**src/vec_pkg.sv**
```systemverilog
package vec_pkg;
	// ==========================================
	// Vector map
	localparam logic [15:0] VEC_BASE = 16'hFFCC; // Lowest slot
	localparam logic [15:0] VEC_RESET = 16'hFFFE; // Highest slot
	localparam int NUM_SLOTS = 26;
	localparam logic [4:0] SLOT_RESET = 5'h19;
	// ==========================================
	// Sources (one request bit each)
	localparam int NUM_SRC = 32;
	localparam logic [4:0] SRC_SOFT_INT = 5'h00;
	localparam logic [4:0] SRC_EXT = 5'h01;
	localparam logic [4:0] SRC_CLKGEN = 5'h02;
	localparam logic [4:0] SRC_PERIODIC = 5'h03;
	localparam logic [4:0] SRC_T1_OVF = 5'h04;
	localparam logic [4:0] SRC_T1_CH0 = 5'h05;
	localparam logic [4:0] SRC_T1_CH1 = 5'h06;
	localparam logic [4:0] SRC_T1_CH2 = 5'h07;
	localparam logic [4:0] SRC_T1_CH3 = 5'h08;
	localparam logic [4:0] SRC_T1_CH4 = 5'h09;
	localparam logic [4:0] SRC_T1_CH5 = 5'h0A;
	localparam logic [4:0] SRC_T2_OVF = 5'h0B;
	localparam logic [4:0] SRC_T2_CH0 = 5'h0C;
	localparam logic [4:0] SRC_T2_CH1 = 5'h0D;
	localparam logic [4:0] SRC_SPI_TX = 5'h0E;
	localparam logic [4:0] SRC_SPI_RX = 5'h0F;
	localparam logic [4:0] SRC_CAN_TX = 5'h10;
	localparam logic [4:0] SRC_CAN_RX = 5'h11;
	localparam logic [4:0] SRC_CAN_ERR = 5'h12;
	localparam logic [4:0] SRC_CAN_WAKE = 5'h13;
	localparam logic [4:0] SRC_SCI_TX = 5'h14;
	localparam logic [4:0] SRC_SCI_RX = 5'h15;
	localparam logic [4:0] SRC_SCI_ERR = 5'h16;
	localparam logic [4:0] SRC_KBD = 5'h17;
	localparam logic [4:0] SRC_ADC = 5'h18;
	localparam logic [4:0] SRC_LINK = 5'h19;
	localparam logic [4:0] SRC_NONE = 5'h1F; // Reserved slot marker
	// ==========================================
	// Stack
	localparam logic [15:0] SP_RESET = 16'h00FF;
	localparam logic [2:0] INT_STACK_BYTES = 3'h5;
	localparam logic [2:0] CALL_STACK_BYTES = 3'h2;
	// ==========================================
	// Stack operation commands
	typedef enum logic [2:0] {
		OP_NONE = 3'b000,
		OP_PUSH = 3'b001,
		OP_PULL = 3'b010,
		OP_LOAD = 3'b011, // reset_stack_pointer_instr
		OP_INT = 3'b100,
		OP_CALL = 3'b101
	} stack_op_t;
	typedef enum logic [1:0] {
		ST_IDLE = 2'b00,
		ST_SEQ = 2'b01
	} seq_state_t;
endpackage

```
**src/stack_unit.sv**
```systemverilog
`timescale 1ns/1ns
// Sixteen-bit stack pointer with interrupt and call push sequencing
module stack_unit (
	input wire logic clk,
	input wire logic rst,
	input wire vec_pkg::stack_op_t op,
	output logic busy,
	output logic [15:0] push_addr,
	output logic push_strobe,
	output logic [2:0] push_index,
	output logic [15:0] sp
);
	typedef struct packed {
		logic [15:0] sp;
		vec_pkg::seq_state_t st;
		logic [2:0] left;
		logic [2:0] idx;
		logic strobe;
		logic [15:0] addr;
	} state_t;
	state_t s_q, s_d;

	// ==========================================
	// Next state
	always_comb begin
		s_d = s_q;
		s_d.strobe = 1'b0;
		case (s_q.st)
			vec_pkg::ST_IDLE: begin
				case (op)
					vec_pkg::OP_PUSH: begin
						s_d.addr = s_q.sp;
						s_d.strobe = 1'b1;
						s_d.idx = 3'h0;
						s_d.sp = s_q.sp - 16'h0001;
					end
					vec_pkg::OP_PULL: s_d.sp = s_q.sp + 16'h0001;
					vec_pkg::OP_LOAD: s_d.sp = vec_pkg::SP_RESET;
					// Five bytes; the high index byte has no slot at all
					vec_pkg::OP_INT: begin
						s_d.left = vec_pkg::INT_STACK_BYTES;
						s_d.idx = 3'h0;
						s_d.st = vec_pkg::ST_SEQ;
					end
					vec_pkg::OP_CALL: begin
						s_d.left = vec_pkg::CALL_STACK_BYTES;
						s_d.idx = 3'h0;
						s_d.st = vec_pkg::ST_SEQ;
					end
					default: ;
				endcase
			end
			vec_pkg::ST_SEQ: begin
				// One byte per clock, pointer moves down after each
				s_d.addr = s_q.sp;
				s_d.strobe = 1'b1;
				s_d.sp = s_q.sp - 16'h0001;
				s_d.idx = vec_pkg::INT_STACK_BYTES - s_q.left;
				s_d.left = s_q.left - 3'h1;
				if (s_q.left == 3'h1) begin
					s_d.st = vec_pkg::ST_IDLE;
				end
			end
			default: s_d.st = vec_pkg::ST_IDLE;
		endcase
	end

	// ==========================================
	// State register
	always_ff @(posedge clk or posedge rst) begin
		if (rst) begin
			s_q <= '{sp: vec_pkg::SP_RESET, st: vec_pkg::ST_IDLE, left: 3'h0, idx: 3'h0,
				strobe: 1'b0, addr: 16'h0000};
		end else begin
			s_q <= s_d;
		end
	end

	assign busy = (s_q.st == vec_pkg::ST_SEQ);
	assign push_addr = s_q.addr;
	assign push_strobe = s_q.strobe;
	assign push_index = s_q.idx;
	assign sp = s_q.sp;
endmodule // stack_unit

```
**src/vector_unit.sv**
```systemverilog
`timescale 1ns/1ns
// Interrupt vector map, priority and stacking for the core
module vector_unit (
	input wire logic CLK_SYS,
	input wire logic RST,
	input wire logic VARIANT_B,
	input wire logic [31:0] IRQ_REQ,
	input wire logic RESET_REQ,
	input wire vec_pkg::stack_op_t STACK_OP,
	output logic IRQ_PENDING,
	output logic [4:0] IRQ_SOURCE,
	output logic [15:0] VEC_ADDR_HI,
	output logic [15:0] VEC_ADDR_LO,
	output logic STACK_BUSY,
	output logic [15:0] PUSH_ADDR,
	output logic PUSH_STROBE,
	output logic [2:0] PUSH_INDEX,
	output logic [15:0] STACK_PTR
);
	// ==========================================
	// First variant map: slot k sits at FFCC + 2k, slot 25 (FFFE) is reset
	function automatic logic [4:0] slot_src_a(input logic [4:0] k);
		logic [4:0] r;
		r = vec_pkg::SRC_NONE;
		case (k)
			// First timer channels 5 and 4, then the converter
			5'h00: r = vec_pkg::SRC_T1_CH5; // FFCC
			5'h01: r = vec_pkg::SRC_T1_CH4; // FFCE
			5'h02: r = vec_pkg::SRC_ADC; // FFD0
			// Keyboard, then the asynchronous serial port
			5'h03: r = vec_pkg::SRC_KBD; // FFD2
			5'h04: r = vec_pkg::SRC_SCI_TX; // FFD4
			5'h05: r = vec_pkg::SRC_SCI_RX; // FFD6
			5'h06: r = vec_pkg::SRC_SCI_ERR; // FFD8
			// CAN controller
			5'h07: r = vec_pkg::SRC_CAN_TX; // FFDA
			5'h08: r = vec_pkg::SRC_CAN_RX; // FFDC
			5'h09: r = vec_pkg::SRC_CAN_ERR; // FFDE
			5'h0A: r = vec_pkg::SRC_CAN_WAKE; // FFE0
			// Synchronous serial port
			5'h0B: r = vec_pkg::SRC_SPI_TX; // FFE2
			5'h0C: r = vec_pkg::SRC_SPI_RX; // FFE4
			// Second timer
			5'h0D: r = vec_pkg::SRC_T2_OVF; // FFE6
			5'h0E: r = vec_pkg::SRC_T2_CH1; // FFE8
			5'h0F: r = vec_pkg::SRC_T2_CH0; // FFEA
			// First timer overflow and channels 3 down to 0, then periodic timer
			5'h10: r = vec_pkg::SRC_T1_OVF; // FFEC
			5'h11: r = vec_pkg::SRC_T1_CH3; // FFEE
			5'h12: r = vec_pkg::SRC_T1_CH2; // FFF0
			5'h13: r = vec_pkg::SRC_T1_CH1; // FFF2
			5'h14: r = vec_pkg::SRC_T1_CH0; // FFF4
			5'h15: r = vec_pkg::SRC_PERIODIC; // FFF6
			// Fixed top slots, the same in both variants
			5'h16: r = vec_pkg::SRC_CLKGEN; // FFF8
			5'h17: r = vec_pkg::SRC_EXT; // FFFA
			5'h18: r = vec_pkg::SRC_SOFT_INT; // FFFC
			default: r = vec_pkg::SRC_NONE;
		endcase
		return r;
	endfunction

	// ==========================================
	// Second variant map; SRC_NONE marks a reserved slot
	function automatic logic [4:0] slot_src_b(input logic [4:0] k);
		logic [4:0] r;
		r = vec_pkg::SRC_NONE;
		case (k)
			// Bottom three slots are reserved, so no source may land there
			5'h00: r = vec_pkg::SRC_NONE; // FFCC
			5'h01: r = vec_pkg::SRC_NONE; // FFCE
			5'h02: r = vec_pkg::SRC_NONE; // FFD0
			// Keyboard keeps its slot; the serial slots above it are empty here
			5'h03: r = vec_pkg::SRC_KBD; // FFD2
			5'h04: r = vec_pkg::SRC_NONE; // FFD4
			5'h05: r = vec_pkg::SRC_NONE; // FFD6
			5'h06: r = vec_pkg::SRC_NONE; // FFD8
			// Periodic timer, serial data link and converter take the first three CAN slots
			5'h07: r = vec_pkg::SRC_PERIODIC; // FFDA
			5'h08: r = vec_pkg::SRC_LINK; // FFDC
			5'h09: r = vec_pkg::SRC_ADC; // FFDE
			// Asynchronous serial port moves up
			5'h0A: r = vec_pkg::SRC_SCI_TX; // FFE0
			5'h0B: r = vec_pkg::SRC_SCI_RX; // FFE2
			5'h0C: r = vec_pkg::SRC_SCI_ERR; // FFE4
			// Synchronous serial port
			5'h0D: r = vec_pkg::SRC_SPI_TX; // FFE6
			5'h0E: r = vec_pkg::SRC_SPI_RX; // FFE8
			// First timer overflow, then channels 5 down to 0
			5'h0F: r = vec_pkg::SRC_T1_OVF; // FFEA
			5'h10: r = vec_pkg::SRC_T1_CH5; // FFEC
			5'h11: r = vec_pkg::SRC_T1_CH4; // FFEE
			5'h12: r = vec_pkg::SRC_T1_CH3; // FFF0
			5'h13: r = vec_pkg::SRC_T1_CH2; // FFF2
			5'h14: r = vec_pkg::SRC_T1_CH1; // FFF4
			5'h15: r = vec_pkg::SRC_T1_CH0; // FFF6
			// Fixed top slots, the same in both variants
			5'h16: r = vec_pkg::SRC_CLKGEN; // FFF8
			5'h17: r = vec_pkg::SRC_EXT; // FFFA
			5'h18: r = vec_pkg::SRC_SOFT_INT; // FFFC
			default: r = vec_pkg::SRC_NONE;
		endcase
		return r;
	endfunction

	typedef struct packed {
		logic [31:0] req_m1; // First request flop, read only by the second
		logic [31:0] req_q; // Settled requests
		logic [1:0] var_sync; // Strap goes through two flops
		logic variant;
		logic pend;
		logic [4:0] src;
		logic [15:0] hi;
	} state_t;
	state_t s_q, s_d;

	// ==========================================
	// Next state: synchronisers, then the priority scan
	always_comb begin
		logic [4:0] k;
		logic [4:0] sid;
		k = 5'h00;
		sid = vec_pkg::SRC_NONE;
		s_d = s_q;
		// Requests may come from other clocks, so two flops before the scan
		s_d.req_m1 = IRQ_REQ;
		s_d.req_q = s_q.req_m1;
		// Strap gets a third flop; the maps only ever see a settled value
		s_d.var_sync = {s_q.var_sync[0], VARIANT_B};
		s_d.variant = s_q.var_sync[1]; // Treated as static
		// Priority scan: later slots sit higher and overwrite earlier winners
		s_d.pend = 1'b0;
		s_d.src = vec_pkg::SRC_NONE;
		s_d.hi = vec_pkg::VEC_RESET;
		for (int i = 0; i < vec_pkg::NUM_SLOTS - 1; i++) begin
			k = 5'(i);
			sid = s_q.variant ? slot_src_b(k) : slot_src_a(k);
			// Reserved slots never win
			if (sid != vec_pkg::SRC_NONE && s_q.req_q[sid]) begin
				s_d.pend = 1'b1;
				s_d.src = sid;
				s_d.hi = vec_pkg::VEC_BASE + 16'({k, 1'b0});
			end
		end
		// Reset outranks every source
		if (RESET_REQ) begin
			s_d.pend = 1'b1;
			s_d.src = vec_pkg::SRC_NONE;
			s_d.hi = vec_pkg::VEC_RESET;
		end
	end

	always_ff @(posedge CLK_SYS or posedge RST) begin
		if (RST) begin
			s_q <= '{req_m1: 32'h00000000, req_q: 32'h00000000, var_sync: 2'b00,
				variant: 1'b0, pend: 1'b0, src: vec_pkg::SRC_NONE, hi: vec_pkg::VEC_RESET};
		end else begin
			s_q <= s_d;
		end
	end

	assign IRQ_PENDING = s_q.pend;
	assign IRQ_SOURCE = s_q.src;
	assign VEC_ADDR_HI = s_q.hi;
	assign VEC_ADDR_LO = s_q.hi | 16'h0001;

	// ==========================================
	// Stack pointer and push sequencing
	stack_unit u_stack (
		.clk(CLK_SYS),
		.rst(RST),
		.op(STACK_OP),
		.busy(STACK_BUSY),
		.push_addr(PUSH_ADDR),
		.push_strobe(PUSH_STROBE),
		.push_index(PUSH_INDEX),
		.sp(STACK_PTR)
	);
endmodule // vector_unit
```
**config.mk**
```make
export PLATFORM = sky130hd
export DESIGN_NAME = vector_unit
export DESIGN_NICKNAME = d
export VERILOG_FILES = /design/src/vec_pkg.sv /design/src/stack_unit.sv /design/src/vector_unit.sv
export SDC_FILE = /design/constraint.sdc
export NUM_CORES = 1
export LEC_CHECK = 0
export BUFFER_PORTS_ARGS = -buffer_cell sky130_fd_sc_hd__clkbuf_2
export CELL_PAD_IN_SITES_DETAIL_PLACEMENT = 0
export CELL_PAD_IN_SITES_GLOBAL_PLACEMENT = 1
export CORE_AREA = 5 5 141 143
export DETAILED_ROUTE_END_ITERATION = 8
export DIE_AREA = 0 0 146 148
export HOLD_SLACK_MARGIN = 0.03
export PLACE_DENSITY = 0.62
export SKIP_CTS_REPAIR_TIMING = 1
export SYNTH_ARGS = -nofsm -noshare
export SYNTH_HDL_FRONTEND = slang
export SYNTH_SLANG_ARGS = --single-unit
```
**constraint.sdc**
```tcl
create_clock -name CLK_SYS -period 3.2 [get_ports CLK_SYS]
set_input_delay 0.64 -clock CLK_SYS [delete_from_list [all_inputs] [get_ports CLK_SYS]]
set_output_delay 0.64 -clock CLK_SYS [all_outputs]
set_load 0.01 [all_outputs]
```
# After elaboration in Yosys (flattened, before gate mapping)
# Cells that the tools add are included.
# totals
reg_bits	130
latch_bits	0
ramBits	0
romBits	0
input_bits	39
output_inout_bits	75
wordCells	197
n_memories	0
# classes
add_sub_neg	4
n_mul	0
div	0
n_lt_le_gt_ge	21
eq_ne	33
shifts	0
n_mux	97
n_bitwise	0
reduce_logical	29
# op_table
operator	count
$mux W22	26
$bmux W1 S5	21
$lt A5 B6 Y1 const B	12
$ne A5 B5 Y1 const B	12
$pmux W16 S3	1
$pmux W23 S2	1
$lt A4 B6 Y1 const B	6
$mux W4	8
$pmux W16 S2	1
$ne A4 B5 Y1 const B	6
$mux W5	5
$mux W1	23
$logic_and A1 B1 Y1	21
$lt A3 B6 Y1 const B	3
$mux W17	1
$add A16 B1 Y16 const B	1
$sub A16 B1 Y16 const B	1
$mux W3	5
$ne A3 B5 Y1 const B	3
$pmux W5 S2	1
$reduce_and A2 Y1	5
$eq A3 B1 Y1 const B	2
$eq A3 B2 Y1 const B	2
$eq A3 B3 Y1 const B	2
other kinds (12)	15

# Longest topological paths before layout
# logic_depth
depth_word	30
mapped_depth	8
mapped_depth_nobuf	7

# Hierarchy
# Synthesis repeated with hierarchy kept, for this count alone.
# hier_totals
hier_cells	580
hier_area_um2	5755.5
# by_module_without_submodules
module	n_inst	cells_per_inst	area_each_um2	seq_area_each_um2
vector_unit	1	294	3024.2	1664.1
stack_unit	1	286	2731.4	1011.0

# Worst setup path before layout
# Ideal clock, no wire load.
# synth_timing
path_type	input port to flip-flop
start	input STACK_OP[2]
end	register u_stack.s_q (netlist bit u_stack.sp[9])
setup_ps	66
arrival_ps	1946
t_required_ps	3134
path_slack_ps	1188
cell_stages	6
n_path_buf	2
path_cell_list	clkbuf_1 -> nor4b_1 -> clkbuf_1 -> o21ai_0 -> o2111ai_1 -> o31a_1
# synth_between
elab_chain_cells	3
elab_cells_between_ends	7
classes_between	eq/ne: 4; mux: 2; reduce/logical: 1
# synth_lines
item	line	rtl
from (decl)	vector_unit.sv:9	input wire vec_pkg::stack_op_t STACK_OP,
$eq A3 B2 Y1 / $eq A3 B1 Y1 (equally long branches)	stack_unit.sv:30	case (op)
$pmux W16 S3 / $ne A4 B4 Y1 (equally long branches)	-	
$pmux W16 S2 / $reduce_and A2 Y1 (equally long branches)	-	
to (signal assigned)	stack_unit.sv:72	s_q <= '{sp: vec_pkg::SP_RESET, st: vec_pkg::ST_IDLE, left: 3'h0, idx: 3'h0,
to (decl)	stack_unit.sv:21	state_t s_q, s_d;
# Several ways; a longest one is shown, not always the timed one.
# A chain may end at the register's enable or synchronous reset.

==> results.md <==
* Status: finished, final reports clean
* TritonCTS clock tree: built
* Reg2reg end: IRQ_PENDING
* Final setup fails at 0
* Slew margin rel. at 44.52%
* Maximum root-to-sink buffer count at 2
* Switching share of power at 37.60%
* Post-Synthesis Cells at 581
* P&R area growth vs syn at 8.601%
* Top cells by area, synth: dfrtp_1 (40%), buf_4 (9.9%), dfstp_2 (8.7%), nand2_1 (4.3%), nor2_1 (2.6%)
* Worst Hold Launch: s_d[40]
* Post-synth EDFFs at 0
* Final wirelength at 13,850 um
* Final GP Congestion at 0.8281
* Die area at 21,610 sq um
* Share of cells above drive strength 1 at 22.09%
* Worst endpoint required time at 3.42 ns
* Vias in the first global route at 4,349
* Core Rows at 50
* Die X at 146 um
* Final net count at 640
* Synthesis warning total at 0
* Worst reg2reg path depth at 5
* Leak Pwr at 2.600 nW
* Hold depth at 0
* Ys flop type: dfrtp_1
* Most Crowded Layer GR: met2
* DRC at 0
* Combinational power share at 27.4%
* Core area at 18,460 sq um
* Vias per cell at 5.042
* Post-Syn Area at 5455 sq um
* Hold worst-path end: s_q[40]
* Fin crit share at 71.66%
* Synth area leader: dfrtp_1
* Wire length per cell at 16.57 um
* PnR worst setup slack at 0.9069 ns
* Pin count of the biggest net entering global routing at 65
* First-pass GRT wire length at 22,940 um
* Htree depth at 3
* Worst Hold Class: flop to flop
* Met2 Track Usage GR at 23.19%
* Worst reg2reg setup slack at 0.91 ns
* Routing usage on met1 at 15.26%
* Total power at 4.280 mW
* Worst-path clk slew at 0.07 ns
* Yosys reg bits at 106
* I/O Pins at 114
* Initial antenna violation count at 1
* Slew Limit Fails at 0
* Antenna Nets Post-Route at 0
* Worst-path cell chain: or3_4, nand2_2, nand2_1, or3_1, or4_1
* DRT iter0 DRCs at 338
* Sequential share of the synthesized area at 49.04%
* Die Height at 148 um
* Part of the power in registers at 46.9%
* Startpoint type of the worst setup path: flop
* IO buf count at 85
* Final Hold Fails at 0
* Setup Total Neg Slack at 0 ns
* Syn_area_per_cell at 9.389 sq um
* Number of buffers created by CTS at 9
* Slowest-stage cell, CP: dfrtp_1
* Achievable Freq at 436.1 MHz
* Crit path capture type: flop
* Max IR drop VDD at 0.3629 mV
* Final min period at 2.293 ns
* Clock Sinks at 106
* Crit-path max cell delay at 0.58 ns
* Crit-path max FO at 18
* Gr ovfl total at 0
* Unique masters post-synth at 63
* Synth top area share at 40.37%
* DP HPWL at 9766 um
* N_diodes at 0
* Vias post-DR at 4,215
* Max-cap violations at 0
* Met3 Use GR at 3.372%
* Net Sw Power at 1.609 mW
* Post-synth ARST share at 100.0%
* 1st-pass router iterations at 4
* Pre-CTS setup slack at 0.8747 ns
* Root buffer cell: clkbuf_16
* Clock latency on the worst-skew pair at 0.36 ns
* Initial Util at 29.56%
* Clock network power share at 25.7%
* Final clock skew at 0.01051 ns
* Internal cell power at 2.671 mW
* GRT Total Usage at 13.02%
* PD cells at 722.4 nW/um^2
* R2r startpoint: s_q[22]
* Final Util at 32.10%
* WP data arrival at 2.52 ns
* RSZ-0062 raised after global routing: false
* WS Path Type: flop to flop
* Worst Tran Pin Value at 0.8321 ns
-- kinds of logic (layout without fill, tap and decap cells) --
group	count (synthesis)	in the layout	share of synthesized area [%]
xor gates and xnor gates	3	3	0.4817
muxes	2	2	0.3899
and+or+nand+nor	190	190	16.88
AOI/OAI and AO/OA	145	145	18.23
DFF	106	106	49.04
other	2	22	0.1377
buffers and inverters	129	130	13.92
adders and majority gates	4	4	0.9175
-- state kept, by name, summed over array words and instances (netlist names) --
signal and count:
VEC_ADDR_HI 5, u_stack.s_q 4, u_stack.push_index 3, u_stack.push_addr 16, u_stack.push_strobe 1, s_d 28
u_stack.sp 16, IRQ_SOURCE 5, IRQ_PENDING 1, s_q 27
-- critical path: cells and delay by family (launching register included) --
| kind | cells | cell delay (ns) |
|---|---|---|
| DFF | 1 | 0.58 |
| and+or+nand+nor | 5 | 1.59 |
-- area by class of cell --
| type | instances | area [sq um] |
|---|---|---|
| Clock buffer | 9 | 225.2 |
| Clock inverter | 7 | 71.32 |
| Fill cell | 1941 | 12530 |
| Inverter | 22 | 86.33 |
| Multi-Input combinational cell | 366 | 2096 |
| Sequential cell | 106 | 2675 |
| Tap cell | 234 | 292.8 |
| Timing Repair Buffer | 92 | 478.0 |
-- worst max-delay path by stage --
stage | start | endpoint | cells after the start
3_3_place_gp | STACK_OP[2] | u_stack.sp[15] | 7
4_1_cts | s_q[22] | IRQ_PENDING | 5
2_1_floorplan | STACK_OP[2] | u_stack.sp[9] | 6
3_5_place_dp | STACK_OP[2] | u_stack.sp[15] | 7
5_1_grt | u_stack.s_q[23] | u_stack.sp[5] | 6
6_report | s_q[22] | IRQ_PENDING | 5
-- power groups by stage --
stage / combinational, mW / clock [mW] / sequential, mW
2_1_floorplan: 1.17 / 0 / 1.83
3_3_place_gp: 1.17 / 0 / 2.02
3_5_place_dp: 1.19 / 0 / 2.03
4_1_cts: 1.19 / 1.14 / 2.01
5_1_grt: 1.34 / 1.20 / 2.07
6_report: 1.17 / 1.10 / 2.01
-- placed cells by master (no fill, tap or decap), drive strengths merged, types with 18 or more instances in the layout --
cell / instances
nor3: 26
nor2: 38
dfstp: 18
a21oi: 22
o21ai: 35
inv: 24
dfrtp: 88
conb: 22
clkbuf: 94
nand2: 64
-- metrics by stage --
step	instances	instance area, sq um	hold WS, ns
after floorplan	601	5534	0.3312
after global placement	820	5628	0.3364
after detailed placement	820	5628	0.3358
after CTS	836	5924	0.3515
after global routing	836	5924	0.3620
final	836	5924	0.3471
-- cell usage after synthesis (5+ instances only) --
master,instances
nor4_1,9
and3_1,6
buf_4,72
clkbuf_1,29
nor2b_1,6
o221ai_1,6
a21oi_1,22
a211oi_1,5
inv_1,21
o31ai_1,6
a211o_1,5
a31oi_1,12
o22ai_1,5
nand3_1,9
nor2_1,38
o21ai_1,6
dfstp_2,18
nor3_1,26
nand4_1,5
dfrtp_1,88
nand2_1,63
o31a_1,7
o21ai_0,28
or4_1,7
o211ai_1,7
-- per-layer routing --
| layer | part of all wire [%] | routed length (um) | vias up |
|---|---|---|---|
| li1 | - | - | 1996 |
| met3 | 4.8 | 660 | 24 |
| met4 | 2.1 | 286 | 2 |
| met2 | 51 | 7127 | 112 |
| met1 | 42 | 5764 | 2081 |
| met5 | 0.094 | 13 | - |
Power figures use the tool's default switching activity.
